File: config.mk
export PLATFORM = sky130hd
export DESIGN_NAME = stepper_axis_parameters
export DESIGN_NICKNAME = d
export VERILOG_FILES = /design/src/hw/stepper_axis_pkg.sv /design/src/hw/stepper_axis_parameters.sv
export SDC_FILE = /design/constraint.sdc
export NUM_CORES = 1
export LEC_CHECK = 0
export ABC_AREA = 0
export ABC_CLOCK_PERIOD_IN_PS = 11600
export BUFFER_PORTS_ARGS = -buffer_cell sky130_fd_sc_hd__buf_2
export CAP_MARGIN = 20
export CELL_PAD_IN_SITES_DETAIL_PLACEMENT = 0
export CELL_PAD_IN_SITES_GLOBAL_PLACEMENT = 2
export CORE_MARGIN = 5
export CORE_UTILIZATION = 33
export DETAILED_ROUTE_END_ITERATION = 8
export PLACE_DENSITY_LB_ADDON = 0.1
export SYNTH_ARGS = -nofsm -noshare
export SYNTH_HDL_FRONTEND = slang
export SYNTH_SLANG_ARGS = --single-unit
File: constraint.sdc
create_clock -name clk_i -period 11.6 [get_ports clk_i]
set_input_delay 1.16 -clock clk_i [delete_from_list [all_inputs] [get_ports clk_i]]
set_output_delay 1.16 -clock clk_i [all_outputs]
set_load 0.05 [all_outputs]
File: src/hw/stepper_axis_pkg.sv
/*
  shared constants and carriers of the axis parameter block.
  assumes a command decoder upstream that turns serial frames into
  parameter requests, and a driver stage downstream that takes the
  chopper, current and step outputs.
*/
package stepper_axis_pkg;

  // parameter numbers as seen on the command port
  localparam logic [7:0] PAR_STANDBY_CURRENT = 8'h07;
  localparam logic [7:0] PAR_POS_REACHED     = 8'h08;
  localparam logic [7:0] PAR_HOME_LEVEL      = 8'h09;
  localparam logic [7:0] PAR_RIGHT_LEVEL     = 8'h0a;
  localparam logic [7:0] PAR_LEFT_LEVEL      = 8'h0b;
  localparam logic [7:0] PAR_RIGHT_IGNORE    = 8'h0c;
  localparam logic [7:0] PAR_LEFT_IGNORE     = 8'h0d;
  localparam logic [7:0] PAR_RAMP_MODE       = 8'h80;
  localparam logic [7:0] PAR_START_SPEED     = 8'h82;
  localparam logic [7:0] PAR_USTEP_RES       = 8'h8c;
  localparam logic [7:0] PAR_INTERP_ON       = 8'ha0;
  localparam logic [7:0] PAR_DOUBLE_ON       = 8'ha1;
  localparam logic [7:0] PAR_BLANK_TIME      = 8'ha2;
  localparam logic [7:0] PAR_CHOP_SCHEME     = 8'ha3;
  localparam logic [7:0] PAR_FD_COMP_OFF     = 8'ha4;
  localparam logic [7:0] PAR_HEND_FDTIME     = 8'ha5;
  localparam logic [7:0] PAR_HSTART_OFFSET   = 8'ha6;
  localparam logic [7:0] PAR_OFF_TIME        = 8'ha7;
  localparam logic [7:0] PAR_CURRENT_FLOOR   = 8'ha8;
  localparam logic [7:0] PAR_DOWN_STEP       = 8'ha9;
  localparam logic [7:0] PAR_LOAD_HYST       = 8'haa;

  // reset values
  localparam logic [7:0]  RST_STANDBY     = 8'h00;
  localparam logic [31:0] RST_START_SPEED = 32'h0000_0000;
  localparam logic [3:0]  RST_USTEP_RES   = 4'h0;
  localparam logic [1:0]  RST_BLANK_TIME  = 2'h0;
  localparam logic [3:0]  RST_HEND        = 4'h0;
  localparam logic [3:0]  RST_HSTART      = 4'h0;
  localparam logic [3:0]  RST_OFF_TIME    = 4'h0;
  localparam logic [1:0]  RST_DOWN_STEP   = 2'h0;
  localparam logic [3:0]  RST_LOAD_HYST   = 4'h0;

  // value ranges
  localparam logic [31:0] MAX_USTEP_CODE  = 32'h0000_0008;
  localparam logic [31:0] MAX_HSTART      = 32'h0000_0008;
  localparam logic [31:0] MAX_SPEED       = 32'h7fff_ffff;

  // decoded values
  localparam logic [3:0]  USTEP_CODE_16   = 4'h4;
  localparam logic [5:0]  INTERP_SUBSTEPS = 6'h10;
  localparam logic [9:0]  OFF_BASE_CLKS   = 10'h00c;
  localparam logic [9:0]  OFF_MULT_CLKS   = 10'h020;
  localparam logic [9:0]  OFF_MIN_CLKS    = 10'h040;
  localparam logic [10:0] LOAD_THR_SCALE  = 11'h020;
  localparam logic [5:0]  DOWN_NEED_0     = 6'h20;
  localparam logic [5:0]  DOWN_NEED_1     = 6'h08;
  localparam logic [5:0]  DOWN_NEED_2     = 6'h02;
  localparam logic [5:0]  DOWN_NEED_3     = 6'h01;

  // motion commands that set the ramp mode
  typedef enum logic [1:0] {
    MOTION_ROTATE_RIGHT,
    MOTION_ROTATE_LEFT,
    MOTION_STOP,
    MOTION_MOVE_TO_POS
  } motion_cmd_t;

  typedef struct packed {
    logic        valid;
    logic        write;
    logic        store;
    logic [7:0]  param;
    logic [31:0] value;
  } param_req_t;

  typedef struct packed {
    logic        valid;
    logic        error;
    logic [31:0] value;
  } param_rsp_t;

  typedef struct packed {
    logic        valid;
    logic [7:0]  param;
    logic [31:0] value;
  } nvm_store_t;

  typedef struct packed {
    logic [1:0] blank_time;
    logic       scheme;
    logic       fd_comp_off;
    logic [3:0] hend_or_fdtime;
    logic [3:0] hstart_or_offset;
    logic [3:0] off_time;
  } chop_cfg_t;

endpackage : stepper_axis_pkg

File: src/hw/stepper_axis_parameters.sv
/*
  parameter set of one stepper axis: stored settings, read-back of
  position and switch status, ramp mode tracking, step/direction
  microstep expansion, chopper off-time timer and load-adaptive
  current reduction.
  assumes all inputs synchronous to clk_i and a decoder upstream that
  issues at most one parameter request per cycle.
*/
//Contract
// [RULE_01] motor idle uses standby current; 255 means full module current.
// [RULE_02] position-reached reads 1 exactly when target equals actual position.
// [RULE_03] home and both limit switch levels readable as single status bits.
// [RULE_04] each limit switch has an ignore bit; 1 ignores, 0 keeps active.
// [RULE_05] storable parameters can be pushed to nonvolatile memory on command.
// [RULE_06] rotate, stop and move commands set the ramp mode automatically.
// [RULE_07] position mode steps while positions differ, with trapezoidal ramps.
// [RULE_08] velocity mode runs continuously, changing speed at maximum acceleration.
// [RULE_09] ramps start and end at minimum speed, default zero.
// [RULE_10] resolution code 0..8 selects 1,2,4..256 microsteps per full step.
// [RULE_11] interpolation at 16 microsteps expands each step into 16 fine steps.
// [RULE_12] double stepping makes every step input edge one microstep.
// [RULE_13] two-bit blank time masks comparator during switching and ringing.
// [RULE_14] chopper mode bit: 0 spread cycle, 1 constant off time.
// [RULE_15] fast-decay comparator disable stops comparator ending fast decay.
// [RULE_16] four-bit field is hysteresis end or fast decay time by mode.
// [RULE_17] second field is hysteresis start offset or sine offset by mode.
// [RULE_18] off time lasts 12 plus 32 times setting clocks, at least 64.
// [RULE_19] off-time setting zero switches all driver transistors off.
// [RULE_20] floor bit limits current reduction to half, or quarter when set.
// [RULE_21] down-step code needs 32, 8, 2 or 1 high readings per decrement.
// [RULE_22] current reduces above threshold (hyst start + hyst + 1) times 32.
module stepper_axis_parameters (
  // clock and reset
  input  wire logic                       clk_i,
  input  wire logic                       rst_i,
  // parameter command port
  input  wire stepper_axis_pkg::param_req_t req_i,
  output      stepper_axis_pkg::param_rsp_t rsp_o,
  output      stepper_axis_pkg::nvm_store_t nvm_o,
  // motion commands and ramp state
  input  wire logic                       motion_valid_i,
  input  wire stepper_axis_pkg::motion_cmd_t motion_cmd_i,
  input  wire logic [31:0]                target_pos_i,
  input  wire logic [31:0]                actual_pos_i,
  input  wire logic                       motor_running_i,
  output      logic                       ramp_mode_o,
  output      logic                       position_run_o,
  output      logic                       velocity_run_o,
  output      logic [31:0]                ramp_start_speed_o,
  // switches
  input  wire logic                       home_sw_i,
  input  wire logic                       right_lim_i,
  input  wire logic                       left_lim_i,
  output      logic                       right_stop_o,
  output      logic                       left_stop_o,
  // step/direction input
  input  wire logic                       sd_mode_i,
  input  wire logic                       step_i,
  output      logic                       ustep_o,
  output      logic                       ustep_fine_o,
  output      logic [8:0]                 ustep_per_full_o,
  // chopper and current
  input  wire logic [7:0]                 max_current_i,
  input  wire logic                       off_start_i,
  output      stepper_axis_pkg::chop_cfg_t chop_cfg_o,
  output      logic                       off_phase_o,
  output      logic                       bridges_off_o,
  output      logic [7:0]                 drive_current_o,
  // load-adaptive current reduction
  input  wire logic [4:0]                 current_scale_i,
  input  wire logic [3:0]                 load_hstart_i,
  input  wire logic                       load_valid_i,
  input  wire logic [9:0]                 load_value_i,
  output      logic [4:0]                 adapt_scale_o
);
  import stepper_axis_pkg::*;

  typedef struct packed {
    param_rsp_t  rsp;
    nvm_store_t  nvm;
    logic [7:0]  standby;
    logic        right_ignore;
    logic        left_ignore;
    logic        ramp_mode;
    logic [31:0] start_speed;
    logic [3:0]  ustep_res;
    logic        interp_on;
    logic        double_on;
    chop_cfg_t   chop;
    logic        floor_quarter;
    logic [1:0]  down_step;
    logic [3:0]  load_hyst;
    logic        pos_run;
    logic        vel_run;
    logic        right_stop;
    logic        left_stop;
    logic        step_prev;
    logic [5:0]  burst;
    logic        ustep;
    logic        ustep_fine;
    logic [9:0]  off_cnt;
    logic        off_phase;
    logic        bridges_off;
    logic [7:0]  drive_current;
    logic [5:0]  above_cnt;
    logic [4:0]  scale;
  } state_t;

  state_t s_q;
  state_t s_d;

  // off interval length in clocks, clamped at the minimum
  function automatic logic [9:0] off_len(input logic [3:0] t);
    logic [9:0] n;
    n = OFF_BASE_CLKS + OFF_MULT_CLKS * {6'h00, t};
    return (n < OFF_MIN_CLKS) ? OFF_MIN_CLKS : n;
  endfunction : off_len

  // high readings needed per current decrement
  function automatic logic [5:0] down_need(input logic [1:0] code);
    case (code)
      2'h0:    return DOWN_NEED_0;
      2'h1:    return DOWN_NEED_1;
      2'h2:    return DOWN_NEED_2;
      default: return DOWN_NEED_3;
    endcase
  endfunction : down_need

  // read value, error flag on unknown number
  function automatic logic [32:0] read_par(input state_t s, input logic [7:0] p,
                                           input logic pr, input logic h,
                                           input logic r, input logic l);
    case (p)
      PAR_STANDBY_CURRENT: return 33'(s.standby);
      PAR_POS_REACHED:     return 33'(pr);
      PAR_HOME_LEVEL:      return 33'(h);
      PAR_RIGHT_LEVEL:     return 33'(r);
      PAR_LEFT_LEVEL:      return 33'(l);
      PAR_RIGHT_IGNORE:    return 33'(s.right_ignore);
      PAR_LEFT_IGNORE:     return 33'(s.left_ignore);
      PAR_RAMP_MODE:       return 33'(s.ramp_mode);
      PAR_START_SPEED:     return 33'(s.start_speed);
      PAR_USTEP_RES:       return 33'(s.ustep_res);
      PAR_INTERP_ON:       return 33'(s.interp_on);
      PAR_DOUBLE_ON:       return 33'(s.double_on);
      PAR_BLANK_TIME:      return 33'(s.chop.blank_time);
      PAR_CHOP_SCHEME:     return 33'(s.chop.scheme);
      PAR_FD_COMP_OFF:     return 33'(s.chop.fd_comp_off);
      PAR_HEND_FDTIME:     return 33'(s.chop.hend_or_fdtime);
      PAR_HSTART_OFFSET:   return 33'(s.chop.hstart_or_offset);
      PAR_OFF_TIME:        return 33'(s.chop.off_time);
      PAR_CURRENT_FLOOR:   return 33'(s.floor_quarter);
      PAR_DOWN_STEP:       return 33'(s.down_step);
      PAR_LOAD_HYST:       return 33'(s.load_hyst);
      default:             return {1'b1, 32'h0000_0000};
    endcase
  endfunction : read_par

  // largest legal write value, top bit clear when not writable
  function automatic logic [32:0] write_max(input logic [7:0] p);
    case (p)
      PAR_STANDBY_CURRENT: return {1'b1, 32'h0000_00ff};
      PAR_RIGHT_IGNORE, PAR_LEFT_IGNORE, PAR_RAMP_MODE, PAR_INTERP_ON,
      PAR_DOUBLE_ON, PAR_CHOP_SCHEME, PAR_FD_COMP_OFF,
      PAR_CURRENT_FLOOR:   return {1'b1, 32'h0000_0001};
      PAR_START_SPEED:     return {1'b1, MAX_SPEED};
      PAR_USTEP_RES:       return {1'b1, MAX_USTEP_CODE};
      PAR_BLANK_TIME, PAR_DOWN_STEP: return {1'b1, 32'h0000_0003};
      PAR_HEND_FDTIME, PAR_OFF_TIME,
      PAR_LOAD_HYST:       return {1'b1, 32'h0000_000f};
      PAR_HSTART_OFFSET:   return {1'b1, MAX_HSTART};
      default:             return {1'b0, 32'h0000_0000};
    endcase
  endfunction : write_max

  logic        pos_reached;
  logic [32:0] rd;
  logic [32:0] wmax;
  logic        wr_ok;
  logic        edge_seen;
  logic        interp_act;
  logic [10:0] load_thr;
  logic [4:0]  scale_floor;
  logic        storable;

  // next-state logic for the whole block
  always_comb begin
    s_d         = s_q;
    pos_reached = (target_pos_i == actual_pos_i); // RULE_02
    rd          = read_par(s_q, req_i.param, pos_reached, home_sw_i,
                           right_lim_i, left_lim_i); // RULE_03
    wmax        = write_max(req_i.param);
    wr_ok       = wmax[32] && (req_i.value <= wmax[31:0]);
    storable    = (req_i.param == PAR_RIGHT_IGNORE) || (req_i.param == PAR_LEFT_IGNORE)
                  || (req_i.param == PAR_START_SPEED);

    // command port: one answer per request, next cycle
    s_d.rsp       = '0;
    s_d.nvm       = '0;
    if (req_i.valid) begin
      s_d.rsp.valid = 1'b1;
      if (req_i.store) begin
        // only storable parameters reach nonvolatile memory
        s_d.rsp.error = !storable;
        s_d.rsp.value = rd[31:0];
        s_d.nvm.valid = storable; // RULE_05
        s_d.nvm.param = req_i.param;
        s_d.nvm.value = rd[31:0];
      end else if (req_i.write) begin
        // out-of-range values are refused, old setting kept
        s_d.rsp.error = !wr_ok;
        s_d.rsp.value = req_i.value;
        if (wr_ok) begin
          case (req_i.param)
            PAR_STANDBY_CURRENT: s_d.standby = req_i.value[7:0];
            PAR_RIGHT_IGNORE:    s_d.right_ignore = req_i.value[0]; // RULE_04
            PAR_LEFT_IGNORE:     s_d.left_ignore = req_i.value[0]; // RULE_04
            PAR_RAMP_MODE:       s_d.ramp_mode = req_i.value[0];
            PAR_START_SPEED:     s_d.start_speed = req_i.value; // RULE_09
            PAR_USTEP_RES:       s_d.ustep_res = req_i.value[3:0];
            PAR_INTERP_ON:       s_d.interp_on = req_i.value[0];
            PAR_DOUBLE_ON:       s_d.double_on = req_i.value[0];
            PAR_BLANK_TIME:      s_d.chop.blank_time = req_i.value[1:0]; // RULE_13
            PAR_CHOP_SCHEME:     s_d.chop.scheme = req_i.value[0]; // RULE_14
            PAR_FD_COMP_OFF:     s_d.chop.fd_comp_off = req_i.value[0]; // RULE_15
            PAR_HEND_FDTIME:     s_d.chop.hend_or_fdtime = req_i.value[3:0]; // RULE_16
            PAR_HSTART_OFFSET:   s_d.chop.hstart_or_offset = req_i.value[3:0]; // RULE_17
            PAR_OFF_TIME:        s_d.chop.off_time = req_i.value[3:0];
            PAR_CURRENT_FLOOR:   s_d.floor_quarter = req_i.value[0];
            PAR_DOWN_STEP:       s_d.down_step = req_i.value[1:0];
            PAR_LOAD_HYST:       s_d.load_hyst = req_i.value[3:0];
            default:             s_d.rsp.error = 1'b1;
          endcase
        end
      end else begin
        s_d.rsp.error = rd[32];
        s_d.rsp.value = rd[31:0];
      end
    end

    // motion commands win over a same-cycle parameter write
    if (motion_valid_i) begin
      case (motion_cmd_i)
        MOTION_MOVE_TO_POS: s_d.ramp_mode = 1'b0; // RULE_06
        default:            s_d.ramp_mode = 1'b1; // RULE_06
      endcase
    end

    // ramp generator steering
    s_d.pos_run = !s_q.ramp_mode && !pos_reached; // RULE_07
    s_d.vel_run = s_q.ramp_mode; // RULE_08

    // limit switches gated by their ignore bits
    s_d.right_stop = right_lim_i && !s_q.right_ignore; // RULE_04
    s_d.left_stop  = left_lim_i && !s_q.left_ignore; // RULE_04

    // step/direction expansion; double stepping takes both edges
    s_d.step_prev  = step_i;
    edge_seen      = sd_mode_i && ((step_i && !s_q.step_prev)
                     || (s_q.double_on && !step_i && s_q.step_prev)); // RULE_12
    interp_act     = s_q.interp_on && (s_q.ustep_res == USTEP_CODE_16); // RULE_11
    s_d.ustep      = 1'b0;
    s_d.ustep_fine = 1'b0;
    if (s_q.burst != 6'h00) begin
      s_d.ustep_fine = 1'b1; // RULE_11
      s_d.burst      = s_q.burst - 6'h01;
    end
    if (edge_seen) begin
      if (interp_act) begin
        // an edge inside a running burst extends it by INTERP_SUBSTEPS (16) fine steps
        s_d.burst = s_d.burst + INTERP_SUBSTEPS; // RULE_11
      end else begin
        s_d.ustep = 1'b1;
      end
    end

    // chopper off interval timer, zero setting holds the bridge off
    s_d.bridges_off = (s_d.chop.off_time == 4'h0); // RULE_19
    if (s_q.chop.off_time == 4'h0) begin
      s_d.off_cnt   = 10'h000;
      s_d.off_phase = 1'b0;
    end else if (off_start_i && !s_q.off_phase) begin
      s_d.off_cnt   = off_len(s_q.chop.off_time) - 10'h001; // RULE_18
      s_d.off_phase = 1'b1;
    end else if (s_q.off_phase) begin
      s_d.off_cnt   = s_q.off_cnt - 10'h001;
      s_d.off_phase = (s_q.off_cnt != 10'h000);
    end

    // idle motor falls back to standby current
    s_d.drive_current = motor_running_i ? max_current_i : s_q.standby; // RULE_01

    // load-adaptive current reduction
    load_thr    = ({7'h00, load_hstart_i} + {7'h00, s_q.load_hyst} + 11'h001)
                  * LOAD_THR_SCALE; // RULE_22
    scale_floor = s_q.floor_quarter ? (current_scale_i >> 2)
                                    : (current_scale_i >> 1); // RULE_20
    if (s_q.scale > current_scale_i) begin
      s_d.scale = current_scale_i;
    end
    if (load_valid_i) begin
      if ({1'b0, load_value_i} > load_thr) begin
        if (s_q.above_cnt + 6'h01 >= down_need(s_q.down_step)) begin // RULE_21
          s_d.above_cnt = 6'h00;
          if (s_d.scale > scale_floor) begin
            s_d.scale = s_d.scale - 5'h01; // RULE_22
          end
        end else begin
          s_d.above_cnt = s_q.above_cnt + 6'h01;
        end
      end else begin
        s_d.above_cnt = 6'h00;
      end
    end
  end

  // single state register
  always_ff @(posedge clk_i) begin
    if (rst_i) begin
      s_q                       <= '0;
      s_q.standby               <= RST_STANDBY;
      s_q.start_speed           <= RST_START_SPEED;
      s_q.ustep_res             <= RST_USTEP_RES;
      s_q.chop.blank_time       <= RST_BLANK_TIME;
      s_q.chop.hend_or_fdtime   <= RST_HEND;
      s_q.chop.hstart_or_offset <= RST_HSTART;
      s_q.chop.off_time         <= RST_OFF_TIME;
      s_q.down_step             <= RST_DOWN_STEP;
      s_q.load_hyst             <= RST_LOAD_HYST;
      s_q.bridges_off           <= 1'b1;
      s_q.scale                 <= 5'h1f;
    end else begin
      s_q <= s_d;
    end
  end

  // outputs from the state register
  assign rsp_o              = s_q.rsp;
  assign nvm_o              = s_q.nvm;
  assign ramp_mode_o        = s_q.ramp_mode;
  assign position_run_o     = s_q.pos_run;
  assign velocity_run_o     = s_q.vel_run;
  assign ramp_start_speed_o = s_q.start_speed;
  assign right_stop_o       = s_q.right_stop;
  assign left_stop_o        = s_q.left_stop;
  assign ustep_o            = s_q.ustep;
  assign ustep_fine_o       = s_q.ustep_fine;
  assign ustep_per_full_o   = 9'h001 << s_q.ustep_res; // RULE_10
  assign chop_cfg_o         = s_q.chop;
  assign off_phase_o        = s_q.off_phase;
  assign bridges_off_o      = s_q.bridges_off;
  assign drive_current_o    = s_q.drive_current;
  assign adapt_scale_o      = s_q.scale;

endmodule : stepper_axis_parameters

Yosys cells after proc, flatten, opt, wreduce, memory -nomap -nowiden
Index checks and enable logic that the tools add are counted.
{"block": "classes", "add_sub_neg": 9, "order_cmp": 6, "eq_ne": 27, "shift": 1, "n_mux": 50, "n_bitwise": 3, "n_reduce_logical": 57}
{"op": "33-bit one-hot mux with 21 select lines", "count": 1}
{"op": "72-bit two-way mux", "count": 3}
{"op": "33-bit one-hot mux with 6 select lines", "count": 1}
{"op": "147-bit two-way mux", "count": 1}
{"op": "8-bit equality test, second input constant", "count": 14}
{"op": "5-bit AND reduction", "count": 16}
{"op": "33-bit two-way mux", "count": 2}
{"op": "8-bit by 4-bit equality test with 1-bit output, second input constant", "count": 6}
{"op": "41-bit two-way mux", "count": 1}
{"op": "6-bit two-way mux", "count": 6}
{"op": "32-bit equality test", "count": 1}
{"op": "32-bit less-or-equal comparator", "count": 1}
{"op": "32-bit two-way mux", "count": 1}
{"op": "5-bit two-way mux", "count": 5}
{"op": "4-bit two-way mux", "count": 6}
{"op": "11-bit two-way mux", "count": 2}
{"op": "10-bit by 1-bit subtractor with 10-bit output, second input constant", "count": 2}
{"op": "6-bit one-hot mux with 3 select lines", "count": 1}
{"op": "17-bit OR reduction", "count": 1}
{"op": "8-bit two-way mux", "count": 2}
{"op": "1-bit two-way mux", "count": 14}
{"op": "10-bit by 11-bit greater-than comparator with 1-bit output", "count": 1}
{"op": "4-bit by 9-bit adder with 10-bit output, first input constant", "count": 1}
{"op": "1-bit logical AND", "count": 10}
{"op": "30 further kinds", "count": 54}
{"block": "word_totals", "regBits": 191, "word_cells": 190}

Longest topological paths before layout
{"block": "depth", "depth_word": 12, "depth_mapped": 17}

Worst setup path after synthesis
OpenSTA, ideal clock, no wires.
{"block": "synth_path", "path_kind": "input -> register", "from": "input req_i[37] in the netlist's numbering", "to": "register s_q[106] in the netlist's numbering", "setup_time_ps": 126, "arrival_ps": 4521, "required_time_ps": 11474, "path_slack_ps": 6953, "stages": 13, "n_path_buf": 2, "cell_sequence": "clkbuf_1 -> nor3_1 -> and3_1 -> inv_1 -> clkbuf_1 -> ha_1 -> a211o_1 -> o211ai_2 -> a211oi_1 -> nor4bb_2 -> a21oi_2 -> or4_1 -> mux2i_1"}
{"block": "synth_via", "elab_chain_cells": 6}
{"element": "from (decl)", "line_no": "stepper_axis_parameters.sv:37", "text": "input wire stepper_axis_pkg::param_req_t req_i,"}
{"element": "8-bit by 4-bit equality test with 1-bit output, or another cell as far along", "line_no": "stepper_axis_parameters.sv:161", "text": "case (p)"}
{"element": "8-bit OR reduction, or another cell as far along", "line_no": "stepper_axis_parameters.sv:161"}
{"element": "33-bit one-hot mux with 6 select lines", "line_no": "stepper_axis_parameters.sv:161"}
{"element": "32-bit less-or-equal comparator", "line_no": "stepper_axis_parameters.sv:193", "text": "wr_ok = wmax[32] && (req_i.value <= wmax[31:0]);"}
{"element": "1-bit logical AND", "line_no": "stepper_axis_parameters.sv:193"}
{"element": "5-bit AND reduction (no line) *"}
{"element": "to (decl)", "line_no": "stepper_axis_parameters.sv:109", "text": "state_t s_q;"}
Mark *: on every way between the ends. The rest lies on a longest branch, timed or not.
A chain may end at the register's enable or synchronous reset.

Worst setup path after layout
{"block": "layout_path", "from": "input req_i[33] in the netlist's numbering", "to": "register s_q (netlist bit ramp_mode_o)"}
{"block": "layout_via", "elab_chain_cells": 7}
{"element": "8-bit by 4-bit equality test with 1-bit output, or another cell as far along", "line_no": "stepper_axis_parameters.sv:161"}
{"element": "8-bit OR reduction, or another cell as far along", "line_no": "stepper_axis_parameters.sv:161"}
{"element": "33-bit one-hot mux with 6 select lines", "line_no": "stepper_axis_parameters.sv:161"}
{"element": "32-bit less-or-equal comparator", "line_no": "stepper_axis_parameters.sv:193"}
{"element": "1-bit logical AND", "line_no": "stepper_axis_parameters.sv:193"}
{"element": "2-bit nonzero test (no line)"}
{"element": "5-bit AND reduction (no line) *"}
Marked as above.

==> impl_results.md <==
* Slew @ Worst Pin at 0.937 ns
* Number of slew-limit violations in the final report at 0
* Post-route DRC at 0
* Cell-by-cell listing of the critical path: buf_2 -> nor2b_1 -> and3_2 -> buf_4 -> inv_2 -> ha_1 -> a211o_1 -> o211ai_2 -> a211oi_1 -> nor4bb_2 -> a21o_2 -> buf_4 -> a31oi_1 -> o31a_1
* End-of-flow core utilization at 0.374
* Top cells by area, synth: sky130_fd_sc_hd__dfxtp_1 36%, sky130_fd_sc_hd__buf_4 10%, sky130_fd_sc_hd__ha_1 6.7%
* Worst-path fanout max at 65
* Top cell by count, worst path: sky130_fd_sc_hd__buf_4
* Hold path startpoint: chop_cfg_o[13]$_SDFFE_PP0P_
* Skew final at 0.0119 ns
* Via count of the first global-routing pass at 9194
* Post-layout min period at 6.40 ns
* Top_reg_cell synth: sky130_fd_sc_hd__dfxtp_1
* Flip-flop and latch count after synthesis at 191
* Seq pwr share at 0.444
* Layout Nets at 1602
* Combinational share of power at 0.172
* Number of buffers inserted by post-CTS setup repair at 0
* RSZ-0062 raised after global routing: false
* Clk network pwr share at 0.384
* GPL Wtd Cong at 0.788
* Register area share after synthesis at 0.357
* Hold Path Stages at 2
* Syn-to-layout area delta at 13.0%
* Post-Syn Area at 0.0107 mm2
* Total count of hold-check failures in the final report at 0
* Worst hold slack at 0.479 ns
* Net switching power at 0.474 mW
* Peak per-stage delay on the critical path at 0.72 ns
* Critical R2R Launch: adapt_scale_o[1]$_SDFF_PP1_
* Net Count, Synth at 1481
* Clock insertion delay at the later pin of the skew report at 0.44 ns
* Data required time of the worst path at 11.93 ns
* Number of CTS-inserted buffers at 17
* Max Root-Sink Buffers at 2
* Register Area at 0.00382 mm2
* Worst max-slew margin expressed relative to the limit at 0.374
* Element type at the critical path end: flip-flop
* Fraction of the cycle the final worst path needs at 0.552
* Power density over the cells at 128 mW/mm2
* Highest ir drop seen on vdd at 0.102 mV
* Endpoint of the worst-slack reg-to-reg timing path: adapt_scale_o[1]$_SDFF_PP1_
* Number of synthesis warnings at 0
* Internal at 1.08 mW
* Number of flops mapped to enable cells by yosys at 0
* Flop2flop setup slack at 7.95 ns
* Effective utilization at floorplan at 0.331
* List of most frequent post-synthesis cells: 191 x sky130_fd_sc_hd__dfxtp_1, 145 x sky130_fd_sc_hd__buf_4, 116 x sky130_fd_sc_hd__a21oi_1, 98 x sky130_fd_sc_hd__nand3_1, 79 x sky130_fd_sc_hd__nand2_1
* Critical Path Start Type: input pin
* Reported max-cap violation count at 0
* Area used by multi-input combinational logic at 0.00543 mm2
* Leakage power of the design at 5.22 nW
* Crit-path slowest cell: sky130_fd_sc_hd__nor2b_1
* TritonRoute pass-1 iters at 5
* Total of hold buffers inserted after clock tree synthesis at 0
* End point of the worst hold path: chop_cfg_o[13]$_SDFFE_PP0P_
* Hold crit path type: flip-flop to flip-flop
* Setup total negative slack at 0 ns
* Core area at 0.0323 mm2
* Crit path arrival time at 6.73 ns
* Most common cell in the netlist: sky130_fd_sc_hd__dfxtp_1
* Outcome: finished clean
* Die outline width at 190 um
* Antenna violations before repair at 2
* Clock slew at the register clock pins of the worst setup and hold paths at 0.07 ns
* Via-to-Cell Ratio at 5.00
* # H-tree levels at 4
* Number of clock sinks at 191
* Iter 0 DRT Violations at 448
* CTS tree: built
* I/O pins at 301
* Ratio of cells with drive above 1 in the final layout at 0.267
* Overall power consumption at 1.55 mW
* Std-Cell Rows at 66
* Routed WL per cell at 18.6 um
* Total number of vias at 9260
* Area of the die at 0.0361 mm2
* Cell count after synthesis at 1276
* Final routed wirelength across all metal layers at 34400 um
* Antenna diode instance count at 0
* Post-synthesis cell type with the largest combined area: sky130_fd_sc_hd__dfxtp_1
* First-pass GRT wire length at 53300 um
* Fraction of power spent switching nets at 0.306
* Length in cells of the worst reg-to-reg path at 15
* Clk Tree Root Cell: sky130_fd_sc_hd__clkbuf_16
* # fillers at 3435
* Worst setup path class: input pin to flip-flop
* Remaining antenna violation count after routing at 0
* Largest net degree at the start of global routing at 76
* Port Buffers at 300
* All-Layer GR Usage at 0.186
* Residual overflow from global routing at 0
* Fraction of registers with async set or reset after synthesis at 0
* Dpl hpwl at 25300 um
* Number of distinct standard cells referenced by the synthesized netlist at 72
* Achievable clock frequency at 156 MHz
* Mean instance size in the synthesized netlist at 8.38 um2
* Count of non-filler cells in the finished layout at 1852
* Cells resized by post-CTS repair at 0
* Area fraction of the dominant cell type after synthesis at 0.357
* Final setup violating endpoints at 0
* Number of cells in the design after placement at 1820
* Die height at 190 um
per-layer routing:
layer	vias to the layer above	share of wire	GRT usage
li1	4652	-	-
met1	4305	0.47	0.257
met2	271	0.45	0.294
met3	30	0.063	0.0409
met4	2	0.012	0.0476
met5	-	0.00038	0
critical path: cells and delay by family:
kind                       cells  cell delay (ns)
buffers and inverters          4             2.05
adders and majority gates      1             0.49
and+or+nand+nor                3             1.55
AOI/OAI and AO/OA              6             1.38
placed cells by master, fill, tap and decap left out, types with 13 or more instances in the layout:
cell type | netlist | final
sky130_fd_sc_hd__and2_1 | 30 | 30
sky130_fd_sc_hd__inv_1 | 31 | 30
sky130_fd_sc_hd__nor2b_1 | 16 | 15
sky130_fd_sc_hd__buf_4 | 145 | 13
sky130_fd_sc_hd__nor4_1 | 21 | 21
sky130_fd_sc_hd__mux2i_1 | 22 | 22
sky130_fd_sc_hd__buf_2 | 10 | 299
sky130_fd_sc_hd__clkbuf_16 | 0 | 17
sky130_fd_sc_hd__nor3_1 | 16 | 16
sky130_fd_sc_hd__o21ai_0 | 78 | 78
sky130_fd_sc_hd__nand3_1 | 98 | 98
sky130_fd_sc_hd__dfxtp_1 | 191 | 191
sky130_fd_sc_hd__nand2_1 | 79 | 79
sky130_fd_sc_hd__a211oi_1 | 13 | 13
sky130_fd_sc_hd__a21oi_1 | 116 | 116
sky130_fd_sc_hd__xor2_1 | 37 | 37
sky130_fd_sc_hd__nor2_1 | 76 | 75
sky130_fd_sc_hd__nand4_1 | 22 | 22
sky130_fd_sc_hd__ha_1 | 57 | 57
per-stage QoR:
step	area (um2)	setup slack, ns
floorplan	10700	6.95
global placement	11500	4.76
detailed placement	11500	4.69
CTS	12100	5.18
global route	12100	4.76
finish	12100	5.20
registers in the layout, indices dropped and copies added (netlist names):
signal and cells:
adapt_scale_o 5, bridges_off_o 1, chop_cfg_o 16, drive_current_o 8, left_stop_o 1, nvm_o 41
off_phase_o 1, position_run_o 1, ramp_mode_o 1, ramp_start_speed_o 32, right_stop_o 1, rsp_o 34
s_q 46, ustep_fine_o 1, ustep_o 1, velocity_run_o 1
cell families (layout without fill, tap and decap cells):
group	Yosys count	after routing	share of synthesized area
compound gates	299	299	0.172
fa+ha+maj	58	58	0.0685
buf+inv	242	376	0.137
mux	30	30	0.0290
xor+xnor	42	42	0.0344
flops	191	191	0.357
simple gates	414	414	0.202
worst max path at each step:
| stage | slack, ns | cells after the start | start | to |
|---|---|---|---|---|
| after global placement | 4.76 | 14 | req_i[33] | ramp_mode_o$_SDFFE_PP0P_ |
| final | 5.20 | 14 | req_i[33] | ramp_mode_o$_SDFFE_PP0P_ |
| after global routing | 4.76 | 14 | req_i[33] | ramp_mode_o$_SDFFE_PP0P_ |
| after floorplan | 6.95 | 13 | req_i[37] | s_q[106]$_SDFFE_PP0P_ |
| after CTS | 5.18 | 14 | req_i[33] | ramp_mode_o$_SDFFE_PP0P_ |
| after detailed placement | 4.69 | 14 | req_i[33] | ramp_mode_o$_SDFFE_PP0P_ |
power by group through the flow:
stage	logic, mW	clock network (mW)	registers, mW
2_1_floorplan	0.185	0	0.708
3_3_place_gp	0.270	0	0.705
3_5_place_dp	0.270	0	0.705
4_1_cts	0.271	0.617	0.690
5_1_grt	0.299	0.644	0.693
6_report	0.267	0.596	0.690
final cells by class:
type,count,area share
clock inverter,15,0.0122
sequential,191,0.316
tap,442,0.0457
multi-input combinational,843,0.449
timing repair buffer,312,0.132
inverter,32,0.00993
clock buffer,17,0.0352
Note: power is estimated with default switching activity, not from simulation.
